==> config.mk <==
export PLATFORM = sky130hd
export DESIGN_NAME = brc_regs
export DESIGN_NICKNAME = d
export VERILOG_FILES = /design/src/logic/brc_pkg.sv /design/src/logic/brc_sync.sv /design/src/logic/brc_regs.sv
export SDC_FILE = /design/constraint.sdc
export NUM_CORES = 1
export LEC_CHECK = 0
export ABC_AREA = 1
export BUFFER_PORTS_ARGS = -buffer_cell sky130_fd_sc_hd__buf_2
export CAP_MARGIN = 20
export CORE_MARGIN = 3
export CORE_UTILIZATION = 55
export CTS_BUF_LIST = sky130_fd_sc_hd__clkbuf_4
export DETAILED_ROUTE_END_ITERATION = 8
export PLACE_DENSITY = 0.82
export SLEW_MARGIN = 5
export SYNTH_ARGS = -nofsm -noshare
export SYNTH_HDL_FRONTEND = slang
export SYNTH_SLANG_ARGS = --single-unit
==> constraint.sdc <==
create_clock -name i_clk -period 2.4 [get_ports i_clk]
set_input_delay 0.36 -clock i_clk [delete_from_list [all_inputs] [get_ports i_clk]]
set_output_delay 0.36 -clock i_clk [all_outputs]
set_load 0.005 [all_outputs]
==> src/logic/brc_pkg.sv <==
package brc_pkg;
   // register byte addresses on the management serial bus
   localparam logic [7:0] ADDR_DEFER = 8'h10;
   localparam logic [7:0] ADDR_CTL0 = 8'h53;
   localparam logic [7:0] ADDR_CTL1 = 8'h54;
   localparam logic [7:0] ADDR_RAMP0 = 8'ha8;
   localparam logic [7:0] ADDR_RAMP1 = 8'ha9;
   localparam logic [7:0] ADDR_VCODE0 = 8'hbe;
   localparam logic [7:0] ADDR_VCODE1 = 8'hce;
   localparam logic [7:0] ADDR_GRP0 = 8'he6;
   localparam logic [7:0] ADDR_GRP1 = 8'he7;

   // reset values
   localparam logic [7:0] RST_VCODE = 8'h97;
   localparam logic [7:0] RST_ZERO = 8'h00;

   // field positions
   localparam int CTL_LINK_BIT = 4;
   localparam int CTL_SEL_BIT = 1;
   localparam int CTL_CMD_BIT = 0;
   localparam int RAMP_FAST_LO = 4;
   localparam int RAMP_SLOW_BIT = 0;
   localparam int GRP_TYPE_LO = 4;
   localparam int GRP_DELAY_LO = 0;

   // writable bit masks; reserved bits read zero
   localparam logic [7:0] MASK_CTL = 8'h13;
   localparam logic [7:0] MASK_RAMP = 8'h31;
   localparam logic [7:0] MASK_GRP = 8'h3f;
   localparam logic [7:0] MASK_DEFER = 8'h03;

   localparam logic [1:0] FAST_RESERVED = 2'h3;
   localparam logic [3:0] GROUP_DISABLE = 4'hf;

   typedef enum logic [1:0] {
      BRC_TYPE_A,
      BRC_TYPE_U,
      BRC_TYPE_S,
      BRC_TYPE_SX
   } brc_type_t;

   function automatic logic [7:0] brc_masked(input logic [7:0] d,
                                             input logic [7:0] m);
      return d & m;
   endfunction
endpackage

==> src/logic/brc_sync.sv <==
module brc_sync
   import brc_pkg::*;
#(
   parameter logic RESET_VAL = 1'b1
) (
   input wire logic i_clk,
   input wire logic i_rst_b,
   input wire logic i_ce,
   input wire logic i_async,
   output logic o_level
);
   logic s1_r;
   logic s2_r;
   logic s3_r;

   // a change is taken only once the second and third stage agree
   always_ff @(posedge i_clk or negedge i_rst_b) begin
      if (!i_rst_b) begin
         s1_r <= RESET_VAL;
         s2_r <= RESET_VAL;
         s3_r <= RESET_VAL;
         o_level <= RESET_VAL;
      end else if (i_ce) begin
         s1_r <= i_async;
         s2_r <= s1_r;
         s3_r <= s2_r;
         if (s2_r == s3_r) begin
            o_level <= s3_r;
         end
      end
   end
endmodule // brc_sync

==> src/logic/brc_regs.sv <==
// Function
// RQ1: each rail keeps an 8-bit voltage code, reset 0x97
// RQ2: control bit 4 enables the serial voltage id link, fuse default
// RQ3: select bit clear: rail follows the power sequencer
// RQ4: select bit set: rail follows software command bit 0
// RQ5: fast ramp bits 5:4 pick fast slew, 11 reserved, reset 00
// RQ6: slow ramp bit 0 picks slow slew, reset 0
// RQ7: sequencing bits 5:4 hold rail type A/U/S/SX, fuse default
// RQ8: sequencing bits 3:0 hold delay group, 1111 removes rail
// RQ9: deferred-type register holds enables in bits 1 and 0, reset 0
// RQ10: deferred off: rail uses its own sequencing register type
// RQ11: deferred on: rail starts as type A, keeps its group delay
// RQ12: stays type A until both reset inputs are low together
// RQ13: after that the programmed type is used until system reset
// RQ14: reset inputs synchronised; both low same cycle latches switch
module brc_regs
   import brc_pkg::*;
#(
   parameter int NUM_RAILS = 2,
   parameter logic [NUM_RAILS-1:0] FUSE_LINK_EN = '1,
   parameter logic [5:0] FUSE_GRP0 = 6'h00,
   parameter logic [5:0] FUSE_GRP1 = 6'h01
) (
   input wire logic i_clk,
   input wire logic i_rst_b,
   input wire logic i_ce,
   // register port of the serial bus engine
   input wire logic i_wr_en,
   input wire logic i_rd_en,
   input wire logic [7:0] i_addr,
   input wire logic [7:0] i_wdata,
   output logic [7:0] o_rdata,
   output logic o_rd_valid,
   output logic o_addr_hit,
   // power sequencer on/off request per rail
   input wire logic [1:0] i_seq_on,
   // platform resets from pins, active low
   input wire logic i_resume_reset_n,
   input wire logic i_platform_reset_n,
   // to the regulators and the sequencer
   output logic [7:0] o_voltage_code_0,
   output logic [7:0] o_voltage_code_1,
   output logic [1:0] o_rail_on,
   output logic [1:0] o_link_en,
   output logic [1:0] o_fast_ramp_0,
   output logic [1:0] o_fast_ramp_1,
   output logic [1:0] o_slow_ramp,
   output logic [1:0] o_fast_ramp_bad,
   output logic [1:0] o_rail_type_0,
   output logic [1:0] o_rail_type_1,
   output logic [3:0] o_group_delay_0,
   output logic [3:0] o_group_delay_1,
   output logic [1:0] o_seq_excluded,
   output logic [1:0] o_type_released
);
   // ------------------------------------------------------------
   // registers
   // ------------------------------------------------------------
   logic [7:0] vcode0_r;
   logic [7:0] vcode1_r;
   logic [7:0] ctl0_r;
   logic [7:0] ctl1_r;
   logic [7:0] ramp0_r;
   logic [7:0] ramp1_r;
   logic [7:0] grp0_r;
   logic [7:0] grp1_r;
   logic [7:0] defer_r;
   logic released_r;
   logic [7:0] rdata_nxt;
   logic hit_nxt;

   wire logic [7:0] wmask_ctl = brc_masked(i_wdata, MASK_CTL);
   wire logic [7:0] wmask_ramp = brc_masked(i_wdata, MASK_RAMP);
   wire logic [7:0] wmask_grp = brc_masked(i_wdata, MASK_GRP);
   wire logic [7:0] wmask_defer = brc_masked(i_wdata, MASK_DEFER);

   wire logic wr_vcode0 = i_wr_en && (i_addr == ADDR_VCODE0);
   wire logic wr_vcode1 = i_wr_en && (i_addr == ADDR_VCODE1);
   wire logic wr_ctl0 = i_wr_en && (i_addr == ADDR_CTL0);
   wire logic wr_ctl1 = i_wr_en && (i_addr == ADDR_CTL1);
   wire logic wr_ramp0 = i_wr_en && (i_addr == ADDR_RAMP0);
   wire logic wr_ramp1 = i_wr_en && (i_addr == ADDR_RAMP1);
   wire logic wr_grp0 = i_wr_en && (i_addr == ADDR_GRP0);
   wire logic wr_grp1 = i_wr_en && (i_addr == ADDR_GRP1);
   wire logic wr_defer = i_wr_en && (i_addr == ADDR_DEFER);

   wire logic [7:0] ctl_rst0 = {3'h0, FUSE_LINK_EN[0], 4'h0};
   wire logic [7:0] ctl_rst1 = {3'h0, FUSE_LINK_EN[1], 4'h0};

   // ------------------------------------------------------------
   // register write
   // ------------------------------------------------------------
   always_ff @(posedge i_clk or negedge i_rst_b) begin
      if (!i_rst_b) begin
         vcode0_r <= RST_VCODE; // [RQ1]
         vcode1_r <= RST_VCODE; // [RQ1]
         ctl0_r <= RST_ZERO;
         ctl1_r <= RST_ZERO;
         ramp0_r <= RST_ZERO; // [RQ5] [RQ6]
         ramp1_r <= RST_ZERO; // [RQ5] [RQ6]
         grp0_r <= RST_ZERO;
         grp1_r <= RST_ZERO;
         defer_r <= RST_ZERO; // [RQ9]
      end else if (i_ce) begin
         if (wr_vcode0) vcode0_r <= i_wdata; // [RQ1]
         if (wr_vcode1) vcode1_r <= i_wdata; // [RQ1]
         if (wr_ctl0) ctl0_r <= wmask_ctl; // [RQ2]
         if (wr_ctl1) ctl1_r <= wmask_ctl; // [RQ2]
         if (wr_ramp0) ramp0_r <= wmask_ramp; // [RQ5] [RQ6]
         if (wr_ramp1) ramp1_r <= wmask_ramp; // [RQ5] [RQ6]
         if (wr_grp0) grp0_r <= wmask_grp; // [RQ7] [RQ8]
         if (wr_grp1) grp1_r <= wmask_grp; // [RQ7] [RQ8]
         if (wr_defer) defer_r <= wmask_defer; // [RQ9]
      end
   end

   // fuse defaults are not port constants at reset: load them at the
   // second enabled cycle after release, unless software writes first
   logic fuse_loaded_r;
   always_ff @(posedge i_clk or negedge i_rst_b) begin
      if (!i_rst_b) begin
         fuse_loaded_r <= 1'b0;
      end else if (i_ce) begin
         fuse_loaded_r <= 1'b1;
      end
   end

   logic [7:0] ctl0_q;
   logic [7:0] ctl1_q;
   logic [7:0] grp0_q;
   logic [7:0] grp1_q;
   logic ctl0_w_r;
   logic ctl1_w_r;
   logic grp0_w_r;
   logic grp1_w_r;

   always_ff @(posedge i_clk or negedge i_rst_b) begin
      if (!i_rst_b) begin
         ctl0_w_r <= 1'b0;
         ctl1_w_r <= 1'b0;
         grp0_w_r <= 1'b0;
         grp1_w_r <= 1'b0;
      end else if (i_ce) begin
         ctl0_w_r <= ctl0_w_r | wr_ctl0;
         ctl1_w_r <= ctl1_w_r | wr_ctl1;
         grp0_w_r <= grp0_w_r | wr_grp0;
         grp1_w_r <= grp1_w_r | wr_grp1;
      end
   end

   // until written, fused registers read their fuse value
   assign ctl0_q = ctl0_w_r ? ctl0_r : ctl_rst0; // [RQ2]
   assign ctl1_q = ctl1_w_r ? ctl1_r : ctl_rst1; // [RQ2]
   assign grp0_q = grp0_w_r ? grp0_r : {2'h0, FUSE_GRP0}; // [RQ7] [RQ8]
   assign grp1_q = grp1_w_r ? grp1_r : {2'h0, FUSE_GRP1}; // [RQ7] [RQ8]

   // ------------------------------------------------------------
   // register read
   // ------------------------------------------------------------
   always_comb begin
      rdata_nxt = RST_ZERO;
      hit_nxt = 1'b1;
      case (i_addr)
         ADDR_VCODE0: rdata_nxt = vcode0_r;
         ADDR_VCODE1: rdata_nxt = vcode1_r;
         ADDR_CTL0: rdata_nxt = ctl0_q;
         ADDR_CTL1: rdata_nxt = ctl1_q;
         ADDR_RAMP0: rdata_nxt = ramp0_r;
         ADDR_RAMP1: rdata_nxt = ramp1_r;
         ADDR_GRP0: rdata_nxt = grp0_q;
         ADDR_GRP1: rdata_nxt = grp1_q;
         ADDR_DEFER: rdata_nxt = defer_r;
         default: hit_nxt = 1'b0;
      endcase
   end

   assign o_addr_hit = hit_nxt;

   always_ff @(posedge i_clk or negedge i_rst_b) begin
      if (!i_rst_b) begin
         o_rdata <= RST_ZERO;
         o_rd_valid <= 1'b0;
      end else if (i_ce) begin
         o_rd_valid <= i_rd_en;
         if (i_rd_en) o_rdata <= rdata_nxt;
      end
   end

   // ------------------------------------------------------------
   // platform reset detection
   // ------------------------------------------------------------
   logic rsm_n;
   logic plt_n;

   brc_sync #(.RESET_VAL(1'b1)) u_sync_rsm (
      .i_clk(i_clk),
      .i_rst_b(i_rst_b),
      .i_ce(i_ce),
      .i_async(i_resume_reset_n),
      .o_level(rsm_n)
   ); // [RQ14]

   brc_sync #(.RESET_VAL(1'b1)) u_sync_plt (
      .i_clk(i_clk),
      .i_rst_b(i_rst_b),
      .i_ce(i_ce),
      .i_async(i_platform_reset_n),
      .o_level(plt_n)
   ); // [RQ14]

   wire logic both_low = !rsm_n && !plt_n; // [RQ12] [RQ14]

   // sticky until system reset
   always_ff @(posedge i_clk or negedge i_rst_b) begin
      if (!i_rst_b) begin
         released_r <= 1'b0;
      end else if (i_ce && both_low) begin
         released_r <= 1'b1; // [RQ13] [RQ14]
      end
   end

   // ------------------------------------------------------------
   // outputs
   // ------------------------------------------------------------
   wire logic [1:0] type0_prog = grp0_q[GRP_TYPE_LO +: 2];
   wire logic [1:0] type1_prog = grp1_q[GRP_TYPE_LO +: 2];
   wire logic hold0 = defer_r[0] && !released_r; // [RQ11] [RQ12]
   wire logic hold1 = defer_r[1] && !released_r; // [RQ11] [RQ12]
   wire logic [1:0] type_a = BRC_TYPE_A;

   // [RQ10] [RQ11] [RQ13]
   wire logic [1:0] type0_nxt = hold0 ? type_a : type0_prog;
   wire logic [1:0] type1_nxt = hold1 ? type_a : type1_prog;

   // [RQ3] [RQ4]
   wire logic on0_nxt = ctl0_q[CTL_SEL_BIT] ? ctl0_q[CTL_CMD_BIT] :
                        i_seq_on[0];
   wire logic on1_nxt = ctl1_q[CTL_SEL_BIT] ? ctl1_q[CTL_CMD_BIT] :
                        i_seq_on[1];

   wire logic [3:0] gd0 = grp0_q[GRP_DELAY_LO +: 4];
   wire logic [3:0] gd1 = grp1_q[GRP_DELAY_LO +: 4];
   wire logic [1:0] fr0 = ramp0_r[RAMP_FAST_LO +: 2];
   wire logic [1:0] fr1 = ramp1_r[RAMP_FAST_LO +: 2];
   wire logic [1:0] slow_nxt = {ramp1_r[RAMP_SLOW_BIT],
                                ramp0_r[RAMP_SLOW_BIT]};
   wire logic [1:0] bad_nxt = {fr1 == FAST_RESERVED, fr0 == FAST_RESERVED};
   wire logic [1:0] excl_nxt = {gd1 == GROUP_DISABLE, gd0 == GROUP_DISABLE};

   always_ff @(posedge i_clk or negedge i_rst_b) begin
      if (!i_rst_b) begin
         o_voltage_code_0 <= RST_VCODE;
         o_voltage_code_1 <= RST_VCODE;
         o_rail_on <= 2'h0;
         o_link_en <= 2'h0;
         o_fast_ramp_0 <= 2'h0;
         o_fast_ramp_1 <= 2'h0;
         o_slow_ramp <= 2'h0;
         o_fast_ramp_bad <= 2'h0;
         o_rail_type_0 <= 2'h0;
         o_rail_type_1 <= 2'h0;
         o_group_delay_0 <= 4'h0;
         o_group_delay_1 <= 4'h0;
         o_seq_excluded <= 2'h0;
         o_type_released <= 2'h0;
      end else if (i_ce && fuse_loaded_r) begin
         o_voltage_code_0 <= vcode0_r; // [RQ1]
         o_voltage_code_1 <= vcode1_r; // [RQ1]
         o_rail_on <= {on1_nxt, on0_nxt}; // [RQ3] [RQ4]
         o_link_en <= {ctl1_q[CTL_LINK_BIT], ctl0_q[CTL_LINK_BIT]}; // [RQ2]
         o_fast_ramp_0 <= fr0; // [RQ5]
         o_fast_ramp_1 <= fr1; // [RQ5]
         o_slow_ramp <= slow_nxt; // [RQ6]
         o_fast_ramp_bad <= bad_nxt; // [RQ5]
         o_rail_type_0 <= type0_nxt; // [RQ7] [RQ10] [RQ11] [RQ13]
         o_rail_type_1 <= type1_nxt; // [RQ7] [RQ10] [RQ11] [RQ13]
         o_group_delay_0 <= gd0; // [RQ8] [RQ11]
         o_group_delay_1 <= gd1; // [RQ8] [RQ11]
         o_seq_excluded <= excl_nxt; // [RQ8]
         o_type_released <= {!hold1, !hold0}; // [RQ13]
      end
   end
endmodule // brc_regs

### Word-level counts from Yosys, hierarchy flattened

Cells that the tools add are included.

| storage, ports and cells | value |
|---|---|
| bits of input ports | 25 |
| logic and storage cells | 100 |
| output and inout bits | 54 |
| register bits | 109 |

| cells by class | value |
|---|---|
| bitwise logic cells | 4 |
| reductions and logical operators | 32 |
| equal/unequal tests | 15 |
| multiplexer cells | 10 |

Operators with widths:

| operator | number |
|---|---|
| $pmux W8 S9 | 1 |
| $eq A8 B8 Y1 const B | 6 |
| $reduce_and A2 Y1 | 12 |
| $eq A8 B7 Y1 const B | 2 |
| $logic_and A1 B1 Y1 | 14 |
| $mux W6 | 2 |
| $mux W5 | 2 |
| $reduce_or A9 Y1 | 1 |
| $eq A4 B4 Y1 const B | 2 |
| $eq A8 B5 Y1 const B | 1 |
| $logic_not A1 Y1 | 5 |
| $eq A2 B2 Y1 const B | 2 |
| $mux W2 | 2 |
| $or A1 B1 Y1 | 4 |
| $mux W1 | 3 |
| $eq A1 B1 Y1 | 2 |

### Logic depth before layout (Yosys ltp)

Gate-level depths: netlist (run 1).

| depth | value |
|---|---|
| depth after elaboration | 3 |
| gate-level depth with buffers | 11 |
| gate-level depth less buffers | 11 |

### Cells and area by module

Synthesis (run 1) repeated with hierarchy kept, for this count alone.

| second synthesis, totals | value |
|---|---|
| cells, all modules | 549 |
| area, all modules | 4793.3 um^2 |

Modules (own cells, without submodules):

| module | sequential area each (um^2) | cells each | area an instance (um^2) | instances |
|---|---|---|---|---|
| brc_regs | 2552.4 | 509 | 4455.5 | 1 |
| brc_sync | 105.1 | 20 | 168.9 | 2 |

### Worst setup path after synthesis (run 1)

OpenSTA, ideal clock, no wires.

| timing path | value |
|---|---|
| path kind | input-to-output |
| start | input port i_addr[3] |
| end | output port o_addr_hit |
| path buffers | 0 |
| slack | 1.036 ns |
| data arrival time | 1.004 ns |
| cell stages on the path | 7 |
| path through | inv_1 -> nand2_1 -> nor2_2 -> nand2_2 -> clkinv_2 -> nor3_1 -> nand4_1 |

| between the ends | value |
|---|---|
| longest elaborated chain between the ends | 3 |
| elaborated cells between the ends (all ways) | 11 |
| classes of those cells | 9 x eq/ne; 1 x mux; 1 x reduce/logical |

Ends and longest elaborated chain:

| what | RTL line | source |
|---|---|---|
| start: declaration | brc_regs.sv:30 | `input wire logic [7:0] i_addr,` |
| $eq A8 B8 Y1, or another cell as far along | brc_regs.sv:163 | `case (i_addr)` |
| $reduce_or A9 Y1 (no source line) * | n/a |  |
| $mux W1 * | brc_regs.sv:163 |  |
| end: declaration | brc_regs.sv:34 | `output logic o_addr_hit,` |

Mark *: on every way between the ends. The rest lies on a longest branch, timed or not.

### Worst setup path in the final report (run 1)

Ends and elaborated chain as after synthesis.

==> results of run 1 <==
-- worst max path at each step --
stage	end	cells after the start	slack (ns)
final	o_addr_hit	9	0.64
after global routing	o_addr_hit	9	0.52
after CTS	o_addr_hit	9	0.65
after detailed placement	o_addr_hit	9	0.65
after global placement	o_addr_hit	8	0.67
after floorplan	o_addr_hit	7	1.04
-- cell families after synthesis --
kind of cell / share of synthesized area (%)
flops: 56.49
simple gates: 23.33
buf+inv: 6.753
compound gates: 13.43
-- layout by cell type (no fill, tap or decap), types with 2 or more instances in the layout --
cell,instances
a21oi_1,3
buf_2,77
buf_4,3
bufinv_16,3
clkbuf_4,9
clkinv_2,5
dfrtp_1,81
dfstp_2,28
inv_1,57
inv_2,4
nand2_1,184
nand2_2,10
nand2_4,6
nand3_1,20
nand4_1,2
nor2_1,19
nor2_2,4
nor2_4,4
nor3_1,2
o21a_1,2
o21ai_0,68
o21ai_2,28
o22ai_1,4
or2_2,2
-- power breakdown --
part	switching, mW	leakage, nW	internal, mW
Clock	0.606	0.102	0.535
Combinational	0.190	1.48	0.0871
Sequential	0.0334	1.36	1.92
-- flip-flops by register name, summed over array words and instances (netlist names), 4 cells and up --
signal,cells
grp0_r,6
grp1_r,6
o_group_delay_0,4
o_group_delay_1,4
o_rdata,8
o_voltage_code_0,8
o_voltage_code_1,8
vcode0_r,8
vcode1_r,8
-- tightest hold or removal path, stage by stage --
cell and delay [ns]:
buf_2 0.10, nand2_1 0.05, o21ai_0 0.07
-- per-stage QoR --
stage | total power [mW] | utilization [%] | cell area [um2]
finish | 3.373 | 66.03 | 5562
detailed placement | 2.265 | 63.68 | 5364
CTS | 3.389 | 66.03 | 5562
global route | 3.506 | 66.03 | 5562
global placement | 2.253 | 63.68 | 5364
floorplan | 2.127 | - | 4891
-- routing by layer --
layer  GRT usage (%)  vias to the layer above
li1                -                     1903
met3           3.336                       16
met1           34.63                     1920
met2           37.97                      109
met4           6.425                        0
met5               0                        -
-- layout make-up --
| type | instances | area (um2) |
|---|---|---|
| repair buffers | 82 | 437.9 |
| well taps | 105 | 131.4 |
| flip-flops and latches | 109 | 2763 |
| clock inverters | 7 | 120.1 |
| fillers | 692 | 2861 |
| multi-input cells | 364 | 1798 |
| clock buffers | 9 | 67.56 |
| inverters | 64 | 244.0 |
==> metrics, run 1 <==
WHS Path Cells=3; reg2reg start=grp1_w_r$_DFFE_PN0P_; Seq/Total Area, Yosys=between 50% and 60%; GRT Residual Overflow=0; Primary FF master, synth=dfrtp_1; fin. max-slew vios=0; RSZ-0062 raised after global routing=false; final setup TNS=0 ns; Post-DRT Antenna Nets=0; Top cell by count, worst path=buf_2; CTS root buf=clkbuf_4; GPL Wtd Cong=0.9221; layout cell share with drive strength beyond 1=29.61%; Die W=100.3 um; CTS tree=done; HP Class=in -> reg; Met2 Routed Length=5.418 mm; clock sink count=109; GRT Total Usage=a little under a quarter; Slew headroom=~63%; worst path bufs/invs=4; worst-path fanout max=4; worst reg2reg path endpoint=o_rdata[0]$_DFFE_PN0P_; met3 WL=approximately 510 um; most common cell in the synthesized netlist=nand2_1; hold_sp=i_resume_reset_n; Lkg Pwr=between 2 and 3 nW; Final period util=73.40%; cell family with most CP delay=simple AND/OR/NAND/NOR gates; Setup crit end kind=output pin; Worst-Skew Late Latency=0.46 ns; list of most frequent post-synthesis cells=nand2_1, dfrtp_1, o21ai_0, inv_1; drt initial violations=302; Final Net Count=between 600 and 700; Die Y=around 100 um; Post-CTS Resized=0; critical path arrival=roughly 1.4 ns; ys async rst share=100.0%; area delta synth->final=13.71%; first-pass GRT wire length=18.80 mm; Crit path required time=2.04 ns; drc violations=0; syn_area_per_cell=between 8 and 9 um2; Inserted Clock Buffers=9; worst r2r path cells=8; setup bufs post-CTS=0; Post-synth EDFFs=0; DP Worst Slack=between 0.6 and 0.7 ns; vias in the first global route=between 3,000 and 4,000; cell taking the most area after synthesis=dfrtp_1; largest net degree at the start of global routing=between 100 and 150; Vias=3,948; Worst Slack Setup Final=about 0.64 ns; Pre-antenna DRT Iters=5; status=finished, final reports clean; Ys Warns=0; largest stage delay on the critical path=0.23 ns; Synth cell types=30; f_max=around 570 MHz; Setup violations, final=0; Mapped Nets=576; critical-path cell list=buf_2 -> inv_1 -> nand2_1 -> nor2_2 -> nand2_2 -> clkinv_2 -> nor3_1 -> nand4_1 -> buf_2; Post-Route WL=11.33 mm; Worst-Margin Slew=0.5518 ns; hold-critical path endpoint=u_sync_rsm.s1_r$_DFFE_PN1P_; CTS H-Tree Depth=3; Post-Syn Area=0.004891 mm2; top cells by area, synth=dfrtp_1, dfstp_2, nand2_1; Reg2Reg Setup Slack=0.91 ns; DR top layer=met4; port bufs=78; routed len/inst=approximately 15 um; peak supply drop=0.0003575 V; max_cap viols=0; fin crit period=1.762 ns; routed vias/inst=5.335; Hold Worst Slack=between 0.1 and 0.15 ns; Placed Cells=723; Startpoint Class=input pin; Std-Cell Rows=33; Max Root-Sink Buffers=2; top cell type's share of synthesized area=approximately 41%; cells after synthesis=551; final hold violation count=0; Critical Path Source=i_addr[3]; power per cell area=606.6 mW/mm2; ant diodes=0; kind of critical path=in -> out; met1 WL=5.259 mm; HPWL reported at the end of detailed placement=~8.3 mm; die area=0.01006 mm2; Top Ports=79; clock slew at reported path FFs=0.17 ns; CP max stage cell=nor3_1; Initial Util=58.07%; clk_skew=0.02883 ns; register bit count reported by yosys=109; Core Area=0.008423 mm2; Finished Layout Cells=between 700 and 800; antenna violations before repair=0; hold_buf cts=1
Power figures use the tool's default switching activity.
==> inputs of run 2 (changes only) <==
Settings changed: ABC_AREA 1 to 0.
Clock period 2.4 ns to 1.7 ns, I/O delays scaled along.
==> run 2 against run 1 <==
Critical path depth fell by 4. Wire length is 4.6% lower. Power rose by 38%. Sequential power grew 45%. Clock power increased by 20%. Sequential share of layout area down 0.41 points. Worst setup slack got worse by 0.61 ns. Final area up 0.83%. Synthesized area fell by 4.5%. Critical path type unchanged. Largest cell class unchanged.
==> metrics, run 2 <==
status=finished, final reports clean; Lkg Pwr=2.726 nW (-7.0%); area of the multi-input gates=0.001847 mm2 (+2.7%); final hold violation count=0 (unchanged); clk_skew=0.01596 ns (-0.01286 ns); register bit count reported by yosys=109 (unchanged); clock sink count=109 (unchanged); area delta synth->final=20.06%; ys async rst share=100.0% (unchanged); Vias=3,382 (-14%); CTS H-Tree Depth=3 (unchanged); max_cap viols=0 (unchanged); Max Root-Sink Buffers=2 (unchanged); worst-path fanout max=4 (unchanged); Seq/Total Area, Yosys=59.15% (+2.7 points); part of the power in the clock network=29.4% (-4.5 points); Die Y=98.16 um (-2.1%); routed vias/inst=5.732 (+7.4%); critical path arrival=1.41 ns (about the same); fin. max-slew vios=0 (unchanged); die area=0.009634 mm2 (-4.2%); Core Area=0.007968 mm2 (-5.4%); Synth cell types=48 (+60%); Post-CTS Resized=0 (unchanged); f_max=599.9 MHz; Mapped Nets=398 (-31%); routed len/inst=18.32 um (+20%); GPL Wtd Cong=0.8561 (-7.2%); power per cell area=828.9 mW/mm2 (+37%); Logic pwr share=9.8% (+1.6 points); Top cell by count, worst path=buf_2; Util after Layout=70.38% (+4.4 points); HPWL reported at the end of detailed placement=8.076 mm (-2.4%); cell family with most CP delay=simple AND/OR/NAND/NOR gates; first-pass GRT wire length=18.03 mm (-4.1%); sequential share of power=60.8% (+2.9 points); clock slew at reported path FFs=0.16 ns (about the same); CTS tree=done; most common cell in the synthesized netlist=dfrtp_1; port bufs=78 (unchanged); antenna violations before repair=0 (unchanged); fin crit period=1.667 ns; vias in the first global route=3,454 (-8.7%); Initial Util=58.62% (+0.56 points); drt initial violations=159 (-47%); Top Ports=79 (unchanged); kind of critical path=in -> out; worst path bufs/invs=2 (-2); Final period util=between 90 and 100%; Int Pwr=3.426 mW (+35%); HP Class=in -> reg; top cells by area, synth=dfrtp_1, dfstp_2, mux2_2; Placed Cells=570 (-21%); largest stage delay on the critical path=0.55 ns (+0.32 ns); Slew headroom=76.24% (+13 points); Post-Route WL=10.81 mm (-4.6%); syn_area_per_cell=12.52 um2 (+41%); largest net degree at the start of global routing=53 (-52%); switching portion of total power=26.29% (+1.7 points); Std-Cell Rows=32 (-3.0%); leading cell type in the layout, fill and taps excluded=dfrtp_1; Finished Layout Cells=590 (-20%); Post-synth EDFFs=0 (unchanged); Setup crit end kind=output pin; GRT Residual Overflow=0 (unchanged); Register Area=0.002763 mm2 (unchanged); layout cell share with drive strength beyond 1=45.70% (+16 points); Post-DRT Antenna Nets=0 (unchanged); Crit path required time=1.44 ns (-0.60 ns); Startpoint Class=input pin; Worst-Margin Slew=0.3560 ns (-0.1958 ns); GRT Total Usage=23.56% (-0.29 points); cells after synthesis=373 (-32%); Inserted Clock Buffers=9 (unchanged); critical-path cell list=buf_2 -> or4b_4 -> or2_1 -> nand3_1 -> buf_2; peak supply drop=0.0006302 V (+76%); Ys Warns=0 (unchanged); CTS root buf=clkbuf_4; Setup violations, final=0 (unchanged); sw power=1.222 mW (+47%); most frequent cells in the layout=dfrtp_1, buf_2, mux2_2, nand2_1, buf_4; Pre-antenna DRT Iters=4 (-1); drc violations=0 (unchanged); Die W=98.16 um (-2.1%); Primary FF master, synth=dfrtp_1; Final Net Count=508 (-22%); Post-Syn Area=0.004671 mm2 (-4.5%); fillers=600 (-13%); ant diodes=0 (unchanged); Worst-Skew Late Latency=0.47 ns (about the same); cell taking the most area after synthesis=dfrtp_1; CP max stage cell=or4b_4; list of most frequent post-synthesis cells=dfrtp_1, mux2_2, nand2_1, dfstp_2, o21ai_0; RSZ-0062 raised after global routing=false; top cell type's share of synthesized area=43.40% (+2.0 points)
==> run 2: changes by cell type in the layout (fill, tap and decap cells not counted), sizes merged, moves of 4 or more <==
| cell | change |
|---|---|
| o21ai | -73 |
| a21oi | +9 |
| buf | +29 |
| nand3 | -10 |
| nand2b | +7 |
| a31oi | +6 |
| a22oi | +7 |
| a221oi | +5 |
| nand2 | -158 |
| nor2b | +4 |
| nor2 | -8 |
| mux2 | +71 |
| inv | -58 |
==> run 2: power by group through the flow <==
stage               registers, mW  clock network (mW)  logic, mW
floorplan                    2.85                   0      0.201
global placement             2.86                   0      0.433
detailed placement           2.87                   0      0.451
CTS                          2.83                1.39      0.461
global route                 2.84                1.50      0.504
finish                       2.83                1.37      0.454
==> run 2: layout make-up <==
class                           instances  area share, %
Sequential cell                       109          49.26
Inverter                                2         0.1339
Clock inverter                          7          1.473
Timing Repair Buffer                  113          12.72
Multi-Input combinational cell        248          32.93
Clock buffer                            9          1.205
Tap cell                              102          2.276
==> run 2: worst paths after layout <==
check	startpoint	end	slack [ns]	cells past startpoint
hold / removal	i_resume_reset_n	u_sync_rsm.s1_r$_DFFE_PN1P_	0.02	2
hold reg to reg	o_rail_type_0[0]$_DFFE_PN0P_	o_rail_type_0[0]$_DFFE_PN0P_	0.50	2
max in group asynchronous	i_rst_b	vcode1_r[4]$_DFFE_PN1P_	1.02	3
setup / recovery	i_addr[7]	o_addr_hit	0.03	5
min in group asynchronous	i_rst_b	o_fast_ramp_0[0]$_DFFE_PN0P_	0.13	2
setup reg to reg	ctl0_w_r$_DFFE_PN0P_	o_rdata[4]$_DFFE_PN0P_	0.35	5
==> run 2: layer usage <==
metal  wire (um)  share of wire [%]  vias to the layer above  GRT usage (%)
li1            -                  -                     1574              -
met1        4547                 42                     1681          33.05
met2        5329                 49                      117          38.17
met3         799                7.4                       10          4.786
met4         133                1.2                        0          5.882
met5           0                  0                        -              0
==> run 2: what timing repair did <==
action | CTS | global route
buffers inserted | 1 | 0
hold buffers | 3 | 0
endpoints found under the setup margin | 1 | 0
hold endpoints to repair | 84 | 0
==> run 2: through the flow <==
step                worst slack, ns  total power, mW  cell area, um2  setup TNS [ns]  hold WS (ns)
CTS                         0.03362            4.677            5608               0      0.004163
finish                      0.03292            4.648            5608               0       0.02052
detailed placement          -0.1128            3.323            5420         -0.4109       0.09776
global placement           -0.04332            3.296            5420         -0.1062       0.09613
floorplan                   0.01259            3.052            4671               0      -0.04059
global route               0.005786            4.847            5608               0       0.01120
==> run 2: cells by family (layout without fill, tap and decap cells) <==
logic type                count (synthesis)  after routing  synth area share, %
AOI/OAI and AO/OA                        65             65                8.787
xor gates and xnor gates                  1              1               0.1876
buffers and inverters                    16            131                1.366
DFF                                     109            109                59.15
muxes                                    73             73                17.55
and+or+nand+nor                         109            109                12.97
